==> src/cms_params.svh <==
/*
 * constants for the configuration mode sequencer: timing, id code layout.
 * assumes a 100 MHz system clock; included by its bare name.
 */
`ifndef CMS_PARAMS_SVH
`define CMS_PARAMS_SVH

// ------------------------------------------------------------
// timing
// ------------------------------------------------------------
`define CMS_CLK_MHZ 100
`define CMS_POR_LONG_MS 100
`define CMS_POR_SHORT_MS 12
// milliseconds times 1000 gives microseconds, times the clock in MHz gives cycles
`define CMS_POR_LONG_CYC (`CMS_POR_LONG_MS * 1000 * `CMS_CLK_MHZ)
`define CMS_POR_SHORT_CYC (`CMS_POR_SHORT_MS * 1000 * `CMS_CLK_MHZ)
`define CMS_INIT_CYC 16

// ------------------------------------------------------------
// identification code
// ------------------------------------------------------------
`define CMS_IDCODE_LSB_POS 0
`define CMS_IDCODE_LSB_VAL 1'h1

`endif

==> src/cms_pkg.sv <==
/*
 * types for the configuration mode sequencer.
 * assumes cms_params.svh holds the numeric constants.
 */
package cms_pkg;

    // ------------------------------------------------------------
    // sequencer states
    // ------------------------------------------------------------
    typedef enum logic [2:0] {
        ST_POR = 3'b000,
        ST_WAIT_CFG = 3'b001,
        ST_CONFIG = 3'b010,
        ST_INIT = 3'b011,
        ST_USER = 3'b100
    } seq_state_t;

    // ------------------------------------------------------------
    // external pin group, as held in the two synchroniser stages
    // ------------------------------------------------------------
    typedef struct packed {
        logic por_delay_select;
        logic preconfig_pullup_disable;
        logic reconfig_request_n;
    } pins_t;

endpackage

==> src/config_mode_sequencer.sv <==
/*
 * power-up and command/user mode sequencer of a volatile programmable device.
 * assumes config_done_in comes from the config loader on sys_clk_in; pins are
 * asynchronous and synchronised here; reconfig_pulse_in is a one-cycle
 * pulse from the test-port logic on sys_clk_in.
 */
// Operation
// user I/O stays high impedance during power-up, waiting and configuration.
// after every power-up a complete configuration load is needed to leave command mode.
// after configuration an initialization phase resets registers then enables the I/O; the code enables it from the second init cycle.
// command mode (configuration plus initialization) and user mode are tracked and shown apart.
// a low reconfiguration request in user mode returns to command mode and reloads.
// delay select low gives a 100 ms power-on delay, high gives 12 ms.
// pull-up select high disables weak pull-ups before and during configuration, low enables.
// the 32-bit id code always has its least significant bit at 1, msb listed first; idcode_out resets to zero and reads 0 until the first edge after reset.
// the system places the device within the first 17 positions of the scan chain.
// the reconfiguration test instruction acts like a low pulse on the request pin.
// internal reset is held until a counter has measured the selected delay.
`timescale 1ns/1ps
`include "cms_params.svh"

module config_mode_sequencer
    import cms_pkg::*;
#(
    parameter int unsigned POR_LONG_CYC = `CMS_POR_LONG_CYC,
    parameter int unsigned POR_SHORT_CYC = `CMS_POR_SHORT_CYC,
    parameter int unsigned INIT_CYC = `CMS_INIT_CYC,
    parameter logic [30:0] ID_UPPER = 31'h0123_4567 // arbitrary value
) (
    input wire logic sys_clk_in,
    input wire logic resetn_in,
    input wire logic por_delay_select_in,
    input wire logic preconfig_pullup_disable_in,
    input wire logic reconfig_request_n_in,
    input wire logic reconfig_pulse_in,
    input wire logic config_done_in,
    output logic internal_resetn_out,
    output logic config_enable_out,
    output logic io_oe_n_out,
    output logic io_pullup_en_out,
    output logic register_reset_out,
    output logic command_mode_out,
    output logic user_mode_out,
    output logic [31:0] idcode_out
);

    localparam int CW = 32;

    // ------------------------------------------------------------
    // state
    // ------------------------------------------------------------
    typedef struct packed {
        pins_t sync1;
        pins_t sync2;
        seq_state_t st;
        logic [CW-1:0] cnt;
        logic [CW-1:0] por_target;
        logic cfg_loaded;
        logic internal_resetn;
        logic config_enable;
        logic io_oe_n;
        logic io_pullup_en;
        logic register_reset;
        logic command_mode;
        logic user_mode;
        logic [31:0] idcode;
    } state_t;

    state_t q, d;

    // delay selected by the strap level
    function automatic logic [CW-1:0] por_cycles(input logic sel);
        por_cycles = sel ? CW'(POR_SHORT_CYC) : CW'(POR_LONG_CYC);
    endfunction

    // ------------------------------------------------------------
    // next state
    // ------------------------------------------------------------
    always_comb begin
        d = q;
        d.sync1 = {por_delay_select_in, preconfig_pullup_disable_in, reconfig_request_n_in};
        d.sync2 = q.sync1;
        d.idcode = {ID_UPPER, `CMS_IDCODE_LSB_VAL};
        case (q.st)
            ST_POR: begin
                d.por_target = por_cycles(q.sync2.por_delay_select);
                if (q.cnt >= q.por_target && q.cnt != '0) begin
                    d.st = ST_WAIT_CFG;
                    d.cnt = '0;
                end else begin
                    d.cnt = q.cnt + CW'(1);
                end
            end
            ST_WAIT_CFG: begin
                if (q.sync2.reconfig_request_n) begin
                    d.st = ST_CONFIG;
                end
            end
            ST_CONFIG: begin
                if (!q.sync2.reconfig_request_n || reconfig_pulse_in) begin
                    d.st = ST_WAIT_CFG; // restart the load
                end else if (config_done_in) begin
                    d.cfg_loaded = 1'b1;
                    d.st = ST_INIT;
                    d.cnt = '0;
                end
            end
            ST_INIT: begin
                if (q.cnt >= CW'(INIT_CYC - 1)) begin
                    d.st = ST_USER;
                end else begin
                    d.cnt = q.cnt + CW'(1);
                end
            end
            ST_USER: begin
                if (!q.sync2.reconfig_request_n || reconfig_pulse_in) begin
                    d.st = ST_WAIT_CFG;
                    d.cfg_loaded = 1'b0;
                end
            end
            default: begin
                d.st = ST_POR;
                d.cnt = '0;
            end
        endcase
        // outputs registered from the next state
        d.internal_resetn = (d.st != ST_POR);
        d.config_enable = (d.st == ST_CONFIG);
        d.io_oe_n = (d.st != ST_USER) && !(d.st == ST_INIT && d.cnt > CW'(0));
        d.io_pullup_en = (d.st != ST_USER) && !q.sync2.preconfig_pullup_disable;
        d.register_reset = (d.st == ST_INIT);
        d.command_mode = (d.st == ST_CONFIG) || (d.st == ST_INIT) || (d.st == ST_WAIT_CFG);
        d.user_mode = (d.st == ST_USER);
    end

    // ------------------------------------------------------------
    // registers
    // ------------------------------------------------------------
    always_ff @(posedge sys_clk_in) begin
        if (!resetn_in) begin
            q <= '0;
            q.st <= ST_POR;
            q.sync1 <= 3'h7;
            q.sync2 <= 3'h7;
            q.io_oe_n <= 1'b1;
            q.command_mode <= 1'b0;
        end else begin
            q <= d;
        end
    end

    assign internal_resetn_out = q.internal_resetn;
    assign config_enable_out = q.config_enable;
    assign io_oe_n_out = q.io_oe_n;
    assign io_pullup_en_out = q.io_pullup_en;
    assign register_reset_out = q.register_reset;
    assign command_mode_out = q.command_mode;
    assign user_mode_out = q.user_mode;
    assign idcode_out = q.idcode;
endmodule

==> config.mk <==
export PLATFORM = sky130hd
export DESIGN_NAME = config_mode_sequencer
export DESIGN_NICKNAME = d
export VERILOG_FILES = /design/src/cms_pkg.sv /design/src/config_mode_sequencer.sv
export VERILOG_INCLUDE_DIRS = /design/src
export SDC_FILE = /design/constraint.sdc
export NUM_CORES = 1
export LEC_CHECK = 0
export ABC_AREA = 1
export BUFFER_PORTS_ARGS = -buffer_cell sky130_fd_sc_hd__buf_2
export CAP_MARGIN = 25
export CORE_AREA = 2 2 85 87
export DETAILED_ROUTE_END_ITERATION = 7
export DIE_AREA = 0 0 87 89
export GPL_TIMING_DRIVEN = 0
export PLACE_DENSITY = 0.81
export SLEW_MARGIN = 20
export SYNTH_ARGS = -nofsm -noshare
export SYNTH_HDL_FRONTEND = slang
export SYNTH_SLANG_ARGS = --single-unit
==> constraint.sdc <==
create_clock -name sys_clk_in -period 5.9 [get_ports sys_clk_in]
set_input_delay 1.18 -clock sys_clk_in [delete_from_list [all_inputs] [get_ports sys_clk_in]]
set_output_delay 1.18 -clock sys_clk_in [all_outputs]
set_load 0.02 [all_outputs]
# After elaboration in Yosys (flattened, before gate mapping)
# Cells that the tools add are included.
dict set report word_totals {
  output_inout_bits 39
  reg_bits 112
  elab_cells 57
}
dict set report classes {
  addsub 1
  n_eq_ne 9
  order_cmp 3
  reduce_logical 14
  n_mux 13
}
# cell n
set ops {}
lappend ops {{one-hot mux 32 bit (4 select lines)} 1}
lappend ops {{2-to-1 mux 32 bit} 3}
lappend ops {{2-to-1 mux 35 bit} 1}
lappend ops {{adder 32 x 1 -> 32 bit, second input constant} 1}
lappend ops {{>= comparator 32 bit} 1}
lappend ops {{>= comparator 32 x 4 -> 1 bit, second input constant} 1}
lappend ops {{> comparator 32 x 1 -> 1 bit, second input constant} 1}
lappend ops {{nonzero test 32 bit} 1}
lappend ops {{2-to-1 mux 26 bit} 1}
lappend ops {{2-to-1 mux 24 bit} 1}
lappend ops {{2-to-1 mux 3 bit} 5}
lappend ops {{one-hot mux 3 bit (5 select lines)} 1}
lappend ops {{== test 3 x 2 -> 1 bit, second input constant} 4}
lappend ops {{== test 3 x 1 -> 1 bit, second input constant} 2}
lappend ops {{== test 3 bit, second input constant} 2}
lappend ops {{logical AND 1 bit} 4}
lappend ops {{logical NOT 1 bit} 3}
lappend ops {{logical NOT 3 bit} 1}
lappend ops {{logical OR 1 bit} 3}
lappend ops {{inequality test 3 bit, second input constant} 1}
lappend ops {{nonzero test 3 bit} 1}
lappend ops {{OR reduction 2 bit} 1}

# Depth between registers and ports, before layout
dict set report depth {
  depth_word 8
  mapped_depth 21
}

# Least setup slack after synthesis
# OpenSTA, ideal clock, no wires.
dict set report synth_timing {
  path_kind {input to register}
  startpoint {in reconfig_pulse_in}
  endpoint {reg q (netlist bit io_oe_n_out)}
  setup_slack_ps 3426
  arrival_ps 2410
  t_required_ps 5836
  n_path_buf 1
  cell_stages 12
  cell_sequence {nor2_1 > inv_2 > clkbuf_1 > o211ai_1 > nand3b_4 > nor2_2 > nand2_1 > nor2_1 > nand2_1 > nor2_1 > nor2_1 > nor2_1}
}
dict set report synth_via {
  elab_chain_cells 7
  elab_cells_between_ends 12
}
# element line
set synth_rtl {}
lappend synth_rtl {{from (decl)} config_mode_sequencer.sv:35} ;# input wire logic reconfig_pulse_in,
lappend synth_rtl {{logical OR 1 bit *} {config_mode_sequencer.sv:100, config_mode_sequencer.sv:116}}
lappend synth_rtl {{2-to-1 mux 32 bit (tied with other cells)} config_mode_sequencer.sv:100} ;# if (!q.sync2.reconfig_request_n || reconfig_pulse_in) begin
lappend synth_rtl {{one-hot mux 32 bit (4 select lines) or one-hot mux 3 bit (5 select lines) (tied branches)} config_mode_sequencer.sv:84} ;# case (q.st)
lappend synth_rtl {{> comparator 32 x 1 -> 1 bit or == test 3 x 2 -> 1 bit (tied branches)} config_mode_sequencer.sv:129} ;# d.io_oe_n = (d.st != ST_USER) && !(d.st == ST_INIT && d.cnt > CW'(0));
lappend synth_rtl {{logical AND 1 bit} config_mode_sequencer.sv:129}
lappend synth_rtl {{logical NOT 1 bit} config_mode_sequencer.sv:129}
lappend synth_rtl {{logical AND 1 bit *} config_mode_sequencer.sv:129}
lappend synth_rtl {{to (decl)} config_mode_sequencer.sv:69} ;# state_t q, d;
# Every way passes the cells marked *; elsewhere a longest branch is shown, timed or not.
# A chain may end at the register's enable or synchronous reset.

# Final worst setup path
# Ends and elaborated chain as after synthesis.

==> flow_summary.yaml <==
outcome:
  status: "finished, final reports clean"
critical_path:
  cp-end-kind: "register"
  crit_path_start_kind: "input pin"
  critPathLaunch: "reconfig_pulse_in"
  worstReg2RegStart: "q[57]"
  path_class: "input pin to register"
  cp_max_fo: 10
  required_ns: 6.15
  critical_path_arrival_ns: 3.00
power:
  p_clk_frac: 0.361
  combPwrFrac: 0.136
  p_seq_frac: 0.503
  ir_drop_mv: 0.138
  p_int_w: 0.000522
  p_per_area_nw_per_um2: 162
  p_switching_w: 0.000196
  p_leak_nw: 2.36
  swShare: 0.273
clock_network:
  clk_pin_slew_ns: 0.10
  cts_buffers: 5
  postCtsResizedCells: 0
  postCtsSetupBuffers: 0
  holdBufCountCts: 0
  htreeDepth: 2
  cts_tree: "built"
  cts_sinks: 52
  clockRootBuffer: "clkbuf_8"
  clk_path_buf_depth: 2
  clk_latency_ns: 0.31
cells_and_area:
  multi_input_area_um2: 2330
  antenna_cells: 0
  fill_cells: 661
  stdcell_count: 755
  final_cell_mix: "nand2_1 (129), nor2_1 (84), inv_1 (76)"
  postLayoutCellArea_um2: 4440
  drive_above_1_share: 0.203
  layout_commonest_cell: "nand2_1"
  seqCellArea_um2: 1040
  area_delta_synth_final_pct: 10.2
  num-nets-final: 695
synthesis:
  netlist.area_leader.share: 0.258
  synthAdderAreaFrac: 0.0435
  synthCells: 623
  ys.flop_type: "dfxtp_1"
  synth_seq_cells: 52
  synth_area_per_cell_um2: 6.47
  ys_warn_count: 0
  synth_top_family_by_area: "simple AND/OR/NAND/NOR gates"
  syn_area_um2: 4030
  synth_enable_flop_cells: 0
  synthTopCellsByArea: "dfxtp_1 (26%), nand2_1 (12%), nor2_1 (7.8%)"
  seq_area_frac_synth: 0.258
  synthArstFlopShare: 0
  synth_cell_types: 37
  synth_mux_area_frac: 0
  synth-compound-area-share: 0.0969
  synthSimpleGateAreaFrac: 0.389
  synth_xor_area_frac: 0.0326
  synth_top_cell_by_area: "dfxtp_1"
die:
  die_h_um: 89
  die_x_um: 87
  rows: 30
  dieArea_um2: 7740
  io_pins: 46
  core_area_um2: 6720
  initial_core_util: 0.600
drt:
  avgViaCountPerCell: 5.44
  dr.pass1.iters: 6
  routedWlPerCell_um: 14.5
  drtIter0Drc: 460
  finalWirelength_um: 10900
  num_vias: 4108
  drc_errors: 0
  final_antenna_net_count: 0
timing:
  fmax_mhz: 364
  finalCritPeriodShare: 0.466
  finalClockSkew_ns: 0.00703
  report.final.slew_viol_count: 0
  relSlewSlack: 0.530
  rsz0062_at_grt: "no"
  setup_viol: 0
  whs_ns: 0.420
  worst_pin_slew_ns: 0.701
  period_needed_ns: 2.75
  fin_setup_tns_ns: 0
  fin_ws_ns: 3.15
  hold_viol: 0
placement:
  placed_cell_area_um2: 4330
  hpwl_um: 8490
  finalWeightedCongestion: 1.03
  io_buffers: 26
  dp_cells: 747
  dpl_worst_slack_ns: 2.86
global_routing:
  grt_pass1_vias: 3586
  antenna_found_initial: 0
  grt_pass1_wl_um: 17300
  grt_max_degree: 18
  overflow: 0
  grt.total_usage: 0.288
job:
  maxCapViolCount: 0
worst_hold_path:
  hp-class: "register to register"
  min_from: "q[108]"
==> metrics by stage <==
step / total power, W / utilization
after floorplan: 0.000444 / -
after global placement: 0.000463 / 0.644
after detailed placement: 0.000465 / 0.644
after CTS: 0.000721 / 0.661
after global routing: 0.000741 / 0.661
final: 0.000718 / 0.661
==> cell type report <==
| type | instances | share of cell area |
|---|---|---|
| multi-input combinational | 440 | 0.525 |
| sequential | 52 | 0.234 |
| buffer | 59 | 0.0862 |
| inverter | 90 | 0.0763 |
| timing repair buffer | 26 | 0.0293 |
| tap | 80 | 0.0225 |
| clock buffer | 5 | 0.0155 |
| clock inverter | 3 | 0.0104 |
==> final timing paths <==
path | to | slack (ns) | cells after the start
setup / recovery | io_oe_n_out | 3.15 | 13
hold / removal | io_pullup_en_out | 0.42 | 1
setup reg to reg | io_oe_n_out | 3.33 | 19
hold reg to reg | io_pullup_en_out | 0.42 | 1
==> kinds of logic (layout without fill, tap and decap cells) <==
logic type               after synthesis  count (layout)
adder cells (fa/ha/maj)               14              14
other                                  1              19
XOR/XNOR                              15              15
buffers and inverters                149             183
AND/OR/NAND/NOR                      327             327
AO/OA/AOI/OAI                         65              65
flip-flops                            52              52
==> per-layer routing <==
layer  wire length (um)  up-vias  global-route usage
li1                   -     2016                   -
met1               4510     1836               0.392
met2               5060      230               0.482
met3               1150       26              0.0397
met4                204        0              0.0753
met5                  0        -                   0
==> Yosys cell counts (4+ instances only) <==
cell type and n:
nand2_1 129, nor2_1 84, inv_1 76, dfxtp_1 52
nand3_1 45, buf_4 33, o21ai_0 25, o211ai_1 24
nand3_2 16, clkbuf_1 14, ha_1 14, inv_2 12
nor3_1 12, a21oi_1 11, xor2_1 11, nor2_2 9
nand2_2 7, or2_2 6, nand4_1 5, buf_2 4
buf_6 4, nand3b_1 4, xnor2_1 4
==> power by group through the flow <==
stage	Clock (W)	Combinational [W]	Sequential, W
final	0.000259	0.0000977	0.000361
after global placement	0	0.0000941	0.000369
after detailed placement	0	0.0000959	0.000369
after global routing	0.000272	0.000107	0.000362
after CTS	0.000263	0.0000963	0.000361
after floorplan	0	0.0000758	0.000368
==> flip-flops by register name, summed over array words and instances (netlist names) <==
signal,count
q,41
d,3
command_mode_out,1
config_enable_out,1
idcode_out,1
internal_resetn_out,1
io_oe_n_out,1
io_pullup_en_out,1
register_reset_out,1
user_mode_out,1
==> worst max-delay path, cell delays in order <==
cell and delay, ns:
buf_2 0.10, nor2_1 0.20, inv_2 0.13, clkbuf_1 0.26, o211ai_1 0.38, nand3b_4 0.14, nor2_1 0.11, nand2_1 0.05
nor2_1 0.08, nand2_1 0.09, nor2_1 0.12, nor2_1 0.05, nor2_1 0.09
Note: power is estimated with default switching activity, not from simulation.
